[config.mk]
export PLATFORM = sky130hd
export DESIGN_NAME = pkc_pad_keeper_control
export DESIGN_NICKNAME = d
export VERILOG_FILES = /design/src/design/pkc_pkg.sv /design/src/design/pkc_pad_if.sv /design/src/design/pkc_pad_enable.sv /design/src/design/pkc_pad_keeper_control.sv
export SDC_FILE = /design/constraint.sdc
export NUM_CORES = 1
export LEC_CHECK = 0
export ABC_CLOCK_PERIOD_IN_PS = 1850
export BUFFER_PORTS_ARGS = -buffer_cell sky130_fd_sc_hd__buf_2
export CORE_MARGIN = 2
export CORE_UTILIZATION = 30
export CTS_BUF_LIST = sky130_fd_sc_hd__clkbuf_8
export DETAILED_ROUTE_END_ITERATION = 6
export PLACE_DENSITY = 0.69
export SYNTH_ARGS = -nofsm -noshare
export SYNTH_HDL_FRONTEND = slang
export SYNTH_SLANG_ARGS = --single-unit
[constraint.sdc]
create_clock -name sys_clk -period 1.85 [get_ports sys_clk]
set_clock_uncertainty 0.15 [all_clocks]
set_input_delay 0.0925 -clock sys_clk [delete_from_list [all_inputs] [get_ports sys_clk]]
set_output_delay 0.0925 -clock sys_clk [all_outputs]
set_load 0.03 [all_outputs]
[src/design/pkc_pkg.sv]
// Constants and types shared by the pad keeper control register block
package pkc_pkg;

   localparam int unsigned ADDR_W      = 16;
   localparam int unsigned DATA_W      = 32;
   localparam int unsigned KEEP_W      = 8;

   // Byte address of the pad keeper control register
   localparam logic [ADDR_W-1:0] KEEP_OFFSET = 16'h8800;
   localparam logic [KEEP_W-1:0] KEEP_RESET  = 8'h00;

   // Field positions inside the register
   localparam int unsigned BIT_EMUL_PULL    = 7;
   localparam int unsigned BIT_TEST_PULL    = 6;
   localparam int unsigned BIT_NMI_PULL     = 5;
   localparam int unsigned BIT_HOST_CTRL    = 4;
   localparam int unsigned BIT_HOST_DATA    = 3;
   localparam int unsigned BIT_MEM_CTRL     = 2;
   localparam int unsigned BIT_MEM_DATA     = 1;
   localparam int unsigned BIT_MEM_ADDR     = 0;

   // Pin group widths
   localparam int unsigned EMUL_PINS      = 2;
   localparam int unsigned TEST_PINS      = 4;
   localparam int unsigned HOST_CTRL_PINS = 10;
   localparam int unsigned HOST_DATA_PINS = 8;
   localparam int unsigned MEM_CTRL_PINS  = 16;
   localparam int unsigned MEM_DATA_PINS  = 32;
   localparam int unsigned MEM_ADDR_PINS  = 20;

   // Memory control pins 3 and 14 carry pullups, the rest bus holders
   localparam logic [MEM_CTRL_PINS-1:0] MEM_CTRL_PULL_MASK = 16'h4008;

   // Index of the pulldown pin within the test and host control groups
   localparam int unsigned TEST_TRST_IDX  = 3;
   localparam int unsigned HOST_CTRL_B_IDX = 1;

   typedef logic [KEEP_W-1:0] pkc_keep_t;

endpackage

[src/design/pkc_pad_if.sv]
// Carrier between the register slave and the pad enable stage
`timescale 1ns/1ps
`default_nettype none
interface pkc_pad_if;
   pkc_pkg::pkc_keep_t                          keepBits;
   logic [pkc_pkg::EMUL_PINS-1:0]               emulEn;
   logic [pkc_pkg::TEST_PINS-1:0]               testEn;
   logic                                        nmiEn;
   logic [pkc_pkg::HOST_CTRL_PINS-1:0]          hostCtrlEn;
   logic [pkc_pkg::HOST_DATA_PINS-1:0]          hostDataEn;
   logic [pkc_pkg::MEM_CTRL_PINS-1:0]           memCtrlPullEn;
   logic [pkc_pkg::MEM_CTRL_PINS-1:0]           memCtrlHoldEn;
   logic [pkc_pkg::MEM_DATA_PINS-1:0]           memDataEn;
   logic [pkc_pkg::MEM_ADDR_PINS-1:0]           memAddrEn;

   modport regSide (
      output keepBits,
      input  emulEn, testEn, nmiEn, hostCtrlEn, hostDataEn,
      input  memCtrlPullEn, memCtrlHoldEn, memDataEn, memAddrEn
   );
   modport padSide (
      input  keepBits,
      output emulEn, testEn, nmiEn, hostCtrlEn, hostDataEn,
      output memCtrlPullEn, memCtrlHoldEn, memDataEn, memAddrEn
   );
endinterface
`default_nettype wire

[src/design/pkc_pad_enable.sv]
// Turns stored disable bits into registered active-high pad enables
`timescale 1ns/1ps
`default_nettype none
module pkc_pad_enable (
   input  wire logic    sysClk,
   input  wire logic    rstn,
   pkc_pad_if.padSide   pad
);

   typedef struct packed {
      logic [pkc_pkg::EMUL_PINS-1:0]      emulEn;
      logic [pkc_pkg::TEST_PINS-1:0]      testEn;
      logic                               nmiEn;
      logic [pkc_pkg::HOST_CTRL_PINS-1:0] hostCtrlEn;
      logic [pkc_pkg::HOST_DATA_PINS-1:0] hostDataEn;
      logic [pkc_pkg::MEM_CTRL_PINS-1:0]  memCtrlPullEn;
      logic [pkc_pkg::MEM_CTRL_PINS-1:0]  memCtrlHoldEn;
      logic [pkc_pkg::MEM_DATA_PINS-1:0]  memDataEn;
      logic [pkc_pkg::MEM_ADDR_PINS-1:0]  memAddrEn;
   } pkc_pad_state_t;

   localparam pkc_pad_state_t PAD_RESET = '{
      emulEn:        '1,
      testEn:        '1,
      nmiEn:         1'b1,
      hostCtrlEn:    '1,
      hostDataEn:    '1,
      memCtrlPullEn: pkc_pkg::MEM_CTRL_PULL_MASK,
      memCtrlHoldEn: ~pkc_pkg::MEM_CTRL_PULL_MASK,
      memDataEn:     '1,
      memAddrEn:     '1
   };

   pkc_pad_state_t                     state_q;
   pkc_pad_state_t                     state_d;
   logic [pkc_pkg::MEM_CTRL_PINS-1:0]  memPull;
   logic [pkc_pkg::MEM_CTRL_PINS-1:0]  memHold;
   logic                               memCtrlOn;

   assign memCtrlOn = ~pad.keepBits[pkc_pkg::BIT_MEM_CTRL];

   // Pullup or holder per control pin, never both
   for (genvar i = 0; i < pkc_pkg::MEM_CTRL_PINS; i++) begin : gMemCtrl
      assign memPull[i] = memCtrlOn & pkc_pkg::MEM_CTRL_PULL_MASK[i];
      assign memHold[i] = memCtrlOn & ~pkc_pkg::MEM_CTRL_PULL_MASK[i];
   end

   // No pin-mux select enters here, so a dual-function pin keeps its setting
   always_comb begin
      state_d               = state_q;
      state_d.emulEn        = {pkc_pkg::EMUL_PINS{~pad.keepBits[pkc_pkg::BIT_EMUL_PULL]}};
      state_d.testEn        = {pkc_pkg::TEST_PINS{~pad.keepBits[pkc_pkg::BIT_TEST_PULL]}};
      state_d.nmiEn         = ~pad.keepBits[pkc_pkg::BIT_NMI_PULL];
      state_d.hostCtrlEn    = {pkc_pkg::HOST_CTRL_PINS{~pad.keepBits[pkc_pkg::BIT_HOST_CTRL]}};
      state_d.hostDataEn    = {pkc_pkg::HOST_DATA_PINS{~pad.keepBits[pkc_pkg::BIT_HOST_DATA]}};
      state_d.memCtrlPullEn = memPull;
      state_d.memCtrlHoldEn = memHold;
      state_d.memDataEn     = {pkc_pkg::MEM_DATA_PINS{~pad.keepBits[pkc_pkg::BIT_MEM_DATA]}};
      state_d.memAddrEn     = {pkc_pkg::MEM_ADDR_PINS{~pad.keepBits[pkc_pkg::BIT_MEM_ADDR]}};
   end

   // One cycle behind the stored bits
   always_ff @(posedge sysClk or negedge rstn) begin
      if (!rstn) begin
         state_q <= PAD_RESET;
      end else begin
         state_q <= state_d;
      end
   end

   assign pad.emulEn        = state_q.emulEn;
   assign pad.testEn        = state_q.testEn;
   assign pad.nmiEn         = state_q.nmiEn;
   assign pad.hostCtrlEn    = state_q.hostCtrlEn;
   assign pad.hostDataEn    = state_q.hostDataEn;
   assign pad.memCtrlPullEn = state_q.memCtrlPullEn;
   assign pad.memCtrlHoldEn = state_q.memCtrlHoldEn;
   assign pad.memDataEn     = state_q.memDataEn;
   assign pad.memAddrEn     = state_q.memAddrEn;

endmodule
`default_nettype wire

[src/design/pkc_pad_keeper_control.sv]
// APB slave holding the pad keeper control register and its pad enables
//
// Summary of operation
// - A 16-bit register at 0x8800 whose bits 15-8 read zero and whose bits 7-0 reset to zero.
// - Bit 7 set turns off the pullups on both emulation pins, clear leaves them on.
// - Bit 6 set turns off the test port pullups and the reset-pin pulldown, not the emulation pins.
// - Bit 5 set turns off the pullup on the interrupt and watchdog output pin.
// - Bit 4 set turns off the host control pin pulls, a pulldown on the second pin and pullups elsewhere.
// - Bit 3 set turns off the bus holders on the eight host data pins.
// - Bit 2 set turns off the memory control pin features, pullups on pins 3 and 14 and holders on the rest.
// - Bit 1 set turns off the bus holders on the 32 memory data pins.
// - Bit 0 set turns off the bus holders on memory address pins 21 down to 2.
// - Every setting applies whatever function a shared pin is performing at the time.
`timescale 1ns/1ps
`default_nettype none
module pkc_pad_keeper_control (
   input  wire logic                                 sys_clk,
   input  wire logic                                 rstn,
   input  wire logic                                 psel,
   input  wire logic                                 penable,
   input  wire logic                                 pwrite,
   input  wire logic [pkc_pkg::ADDR_W-1:0]           paddr,
   input  wire logic [pkc_pkg::DATA_W-1:0]           pwdata,
   output var  logic [pkc_pkg::DATA_W-1:0]           prdata,
   output var  logic                                 pready,
   output var  logic                                 pslverr,
   output var  logic                                 emulPinZeroPullEn,
   output var  logic                                 emulPinOnePullEn,
   output var  logic                                 tckPullEn,
   output var  logic                                 tdiPullEn,
   output var  logic                                 tmsPullEn,
   output var  logic                                 trstPullDownEn,
   output var  logic                                 nmiWatchdogPinPullEn,
   output var  logic                                 hostControlPinAPullEn,
   output var  logic                                 hostControlPinBPullDownEn,
   output var  logic [pkc_pkg::HOST_CTRL_PINS-3:0]   hostCtrlOtherPullEn,
   output var  logic [pkc_pkg::HOST_DATA_PINS-1:0]   hostDataHoldEn,
   output var  logic [pkc_pkg::MEM_CTRL_PINS-1:0]    memCtrlPullEn,
   output var  logic [pkc_pkg::MEM_CTRL_PINS-1:0]    memCtrlHoldEn,
   output var  logic [pkc_pkg::MEM_DATA_PINS-1:0]    memDataHoldEn,
   output var  logic [pkc_pkg::MEM_ADDR_PINS-1:0]    memAddrHoldEn
);

   typedef struct packed {
      pkc_pkg::pkc_keep_t              keep;
      logic                            ready;
      logic                            slvErr;
      logic [pkc_pkg::DATA_W-1:0]      rdata;
   } pkc_bus_state_t;

   localparam pkc_bus_state_t BUS_RESET = '{
      keep:   pkc_pkg::KEEP_RESET,
      ready:  1'b0,
      slvErr: 1'b0,
      rdata:  '0
   };

   pkc_bus_state_t   bus_q;
   pkc_bus_state_t   bus_d;
   logic             setupPhase;
   logic             accessDone;
   logic             addrHit;

   pkc_pad_if padBus ();

   assign setupPhase = psel & ~penable;
   assign accessDone = psel & penable & bus_q.ready;
   assign addrHit    = (paddr == pkc_pkg::KEEP_OFFSET);

   // Answer is prepared in the setup cycle so every access ends without wait states
   always_comb begin
      bus_d = bus_q;
      if (setupPhase) begin
         bus_d.ready  = 1'b1;
         bus_d.slvErr = ~addrHit;
         // Upper halfword and reserved bits 15-8 read zero
         bus_d.rdata  = addrHit ? {{(pkc_pkg::DATA_W-pkc_pkg::KEEP_W){1'b0}}, bus_q.keep} : '0;
      end else if (accessDone) begin
         bus_d.ready  = 1'b0;
         bus_d.slvErr = 1'b0;
         bus_d.rdata  = '0;
         // Only the low byte is storage; reserved bits ignore writes
         if (pwrite && addrHit) begin
            bus_d.keep = pwdata[pkc_pkg::KEEP_W-1:0];
         end
      end
   end

   always_ff @(posedge sys_clk or negedge rstn) begin
      if (!rstn) begin
         bus_q <= BUS_RESET;
      end else begin
         bus_q <= bus_d;
      end
   end

   assign padBus.keepBits = bus_q.keep;

   pkc_pad_enable uPadEnable (
      .sysClk (sys_clk),
      .rstn   (rstn),
      .pad    (padBus)
   );

   assign prdata  = bus_q.rdata;
   assign pready  = bus_q.ready;
   assign pslverr = bus_q.slvErr;

   // Pad enables come straight from the enable stage flops
   assign emulPinZeroPullEn         = padBus.emulEn[0];
   assign emulPinOnePullEn          = padBus.emulEn[1];
   assign tckPullEn                 = padBus.testEn[0];
   assign tdiPullEn                 = padBus.testEn[1];
   assign tmsPullEn                 = padBus.testEn[2];
   assign trstPullDownEn            = padBus.testEn[pkc_pkg::TEST_TRST_IDX];
   assign nmiWatchdogPinPullEn      = padBus.nmiEn;
   assign hostControlPinAPullEn     = padBus.hostCtrlEn[0];
   assign hostControlPinBPullDownEn = padBus.hostCtrlEn[pkc_pkg::HOST_CTRL_B_IDX];
   // Order: sel_a, sel_b, chip select, read/write, strobe_a, strobe_b, ready, interrupt
   assign hostCtrlOtherPullEn       = padBus.hostCtrlEn[pkc_pkg::HOST_CTRL_PINS-1:2];
   assign hostDataHoldEn            = padBus.hostDataEn;
   assign memCtrlPullEn             = padBus.memCtrlPullEn;
   assign memCtrlHoldEn             = padBus.memCtrlHoldEn;
   assign memDataHoldEn             = padBus.memDataEn;
   // Bit 0 is address line 2
   assign memAddrHoldEn             = padBus.memAddrEn;

endmodule
`default_nettype wire

==> results.py <==
metrics = {
    "pwr": {
        "p_switching_mw": 0.332,
        "pwr-share-comb": 0.182,
        "pwr-share-seq": 0.505,
        "p_int_mw": 0.811,
        "p_leak_nw": 1.07,
        "clockPowerShare": 0.313,
        "power_density_mw_per_mm2": 539,
        "peakVddDrop_v": 0.000400,
        "switching_share": 0.290,
        "totalPowerFinal_mw": 1.14,
    },
    "cts": {
        "cts_tree": "yes",
        "cts_root_buf": "clkbuf_8",
        "clkSlewWorstSetupHoldPaths_ns": 0.08,
        "clk-insertion-delay-late_ns": 0.26,
        "cts_max_level": 1,
        "cts_inserted_buffers": 3,
        "clockBufferDepth": 2,
        "cts.sinks": 26,
        "cts_resized": 0,
    },
    "grt": {
        "grt_pass1_wl_mm": 4.54,
        "antenna_found_initial": 0,
        "globalRouteTotalUtil": 0.0756,
        "grtUsageMet3": 0.0164,
        "met1_usage": 0.0942,
        "grtUsageMet2": 0.134,
        "grt_pass1_vias": 962,
        "grt-busiest-layer": "met2",
        "grt.overflow.total": 0,
        "grt_max_degree": 33,
    },
    "timing": {
        "period_share": 0.829,
        "worstMarginPinSlew_ns": 0.735,
        "max_freq_ghz": 0.652,
        "finalCriticalPeriod_ns": 1.53,
        "slew_viol_final": 0,
        "relSlewSlack": 0.507,
        "tns_ns": 0,
        "rsz0062_at_grt": "false",
        "setup_violations": 0,
        "setup_ws_ns": 0.316,
        "hold_violations": 0,
    },
    "die": {
        "die_h_um": 85.7,
        "fp.dieW_um": 85.7,
        "rows": 29,
        "design.core.area_mm2": 0.00642,
        "ioPinCount": 196,
        "initial_core_util": 0.312,
        "die-area_mm2": 0.00735,
    },
    "yosys": {
        "ys_seq_area_frac": 0.330,
        "synth_area_leaders": "buf_4, dfrtp_1, dfstp_2",
        "synth.yosys.warnings": 0,
        "netlist_top_cells_count": "buf_4, dfrtp_1, inv_1",
        "avgSynthCellArea_um2": 10.5,
        "syn-cell-area_mm2": 0.00200,
        "yosysTopAreaCell": "buf_4",
        "synth_most_common_cell": "buf_4",
        "yosys_most_used_dff": "dfrtp_1",
        "synth.distinct_cells": 17,
        "synth-seq-cells": 26,
        "synth.top_cell.area_share": 0.468,
        "syn_inst": 190,
        "synth_edf_count": 0,
        "async_flop_share": 1.00,
    },
    "final_layout": {
        "area_growth_pct": 5.74,
        "multi_input_area_um2": 514,
        "fin_cells": 326,
        "antennaDiodeCount": 0,
        "nets": 303,
        "fillers": 658,
        "seqCellArea_um2": 661,
        "final_area_mm2": 0.00212,
        "drive_above_1_share": 0.639,
    },
    "critical_path": {
        "crit_fanout": 32,
        "critical_path.max_stage_delay_ns": 0.76,
        "cpMaxStageDelayCell": "dfstp_2",
        "ff2ff_path_depth": 2,
        "arrival_ns": 1.29,
        "crit_family": "flip-flops",
        "required_ns": 1.61,
        "crit_path_cell_trace": "buf_2",
        "critPathLaunchType": "register",
        "timing.rr.end": "prdata[7]",
        "worst_setup_path_end_kind": "output port",
        "worst-path-buf-inv": 1,
        "r2r-start": "pready",
        "timing.reg2reg.setup_slack_ns": 0.36,
        "crit_type": "reg2out",
    },
    "min_path": {
        "hold_class": "in2reg",
        "hold_depth": 3,
        "whs_endpoint": "pslverr",
        "hold_path.startpoint": "penable",
    },
    "routing": {
        "drcViolationCount": 12,
        "drt_wl_total_mm": 3.16,
        "drtIter0Drc": 46,
        "vias": 1162,
        "vias_per_cell": 3.56,
        "firstDrtPassIters": 6,
        "post_drt_wl_per_cell_um": 9.70,
        "drtAntennaViolNets": 0,
    },
    "placement": {
        "gp_congestion": 0.661,
        "place_hpwl_mm": 2.51,
        "dp.cells": 312,
        "dp_slack_ns": 0.225,
        "dpl_cell_area_mm2": 0.00196,
        "portBuffers": 131,
    },
    "flow_run": {
        "maxCapViolations": 0,
    },
    "run_status": {
        "status": "finished with violations",
        "violations": "design-rule violations",
    },
}
## kinds of logic after synthesis
logic type / after synthesis / synth area share
mux: 8 / 0.0599
buf+inv: 135 / 0.487
simple gates: 9 / 0.0762
other cells: 1 / 0.00187
compound gates: 11 / 0.0456
flops: 26 / 0.330
## flip-flops by register name (all words and copies together) (netlist names)
signal,cells
uPadEnable.pad.hostCtrlEn,1
uPadEnable.pad.testEn,1
uPadEnable.pad.hostDataEn,1
prdata,8
padBus.keepBits,8
uPadEnable.pad.memCtrlPullEn,1
uPadEnable.pad.emulEn,1
pslverr,1
uPadEnable.pad.memAddrEn,1
pready,1
uPadEnable.pad.memDataEn,1
uPadEnable.pad.nmiEn,1
## per-layer routing
metal  share of wire  routed length, um
met3            0.10                325
met5               0                  0
met2            0.53               1680
met1            0.36               1150
met4               0                  0
## power by group through the flow
stage | sequential, mW | combinational [mW] | clock (mW)
after floorplan | 0.596 | 0.190 | 0
after global placement | 0.587 | 0.189 | 0
after detailed placement | 0.587 | 0.191 | 0
after CTS | 0.577 | 0.207 | 0.373
after global routing | 0.578 | 0.224 | 0.386
final | 0.577 | 0.209 | 0.357
## cell type report
type	count	area share
Timing Repair Buffer	141	0.357
Sequential cell	26	0.312
Multi-Input combinational cell	68	0.243
Tap cell	77	0.0455
Clock buffer	4	0.0260
Inverter	10	0.0177
## cell usage in the layout (no fill, tap or decap)
| cell type | n |
|---|---|
| buf_2 | 131 |
| a22o_1 | 8 |
| nor2_4 | 1 |
| mux2_4 | 8 |
| o21ai_1 | 1 |
| clkbuf_8 | 4 |
| inv_1 | 10 |
| nor4_4 | 2 |
| nor2_8 | 1 |
| nand4_4 | 1 |
| dfstp_2 | 8 |
| dlygate4sd3_1 | 10 |
| nand2_1 | 1 |
| dfrtp_1 | 18 |
| o21ai_0 | 1 |
| conb_1 | 40 |
| nand4_1 | 1 |
| a32o_2 | 1 |
| nor4b_4 | 2 |
## how the worst max path moves through the flow
stage,startpoint,endpoint,cells after the start
finish,uPadEnable.pad.memDataEn[0],memDataHoldEn[29],1
global route,uPadEnable.pad.memDataEn[0],memDataHoldEn[13],1
CTS,uPadEnable.pad.memDataEn[0],memDataHoldEn[18],1
detailed placement,paddr[13],padBus.keepBits[6],5
global placement,paddr[13],padBus.keepBits[6],5
floorplan,pready,padBus.keepBits[0],3
## through the flow
step                      hold slack (ns)  utilization
after detailed placement          -0.0236        0.306
after global placement            -0.0381        0.306
after floorplan                    -0.353            -
after global routing               0.0654        0.330
final                              0.0417        0.330
after CTS                          0.0330        0.330
## tightest hold or removal path: cells and delay by family
family	cells	cell delay [ns]
AO/OA/AOI/OAI	1	0.15
buffers and inverters	2	0.17
## repair_timing
action | in CTS | in global routing
hold buffers | 10 | 0
setup buffers | 0 | 0
endpoints found under the hold margin | 28 | 0
(Power assumes the default switching activity.)
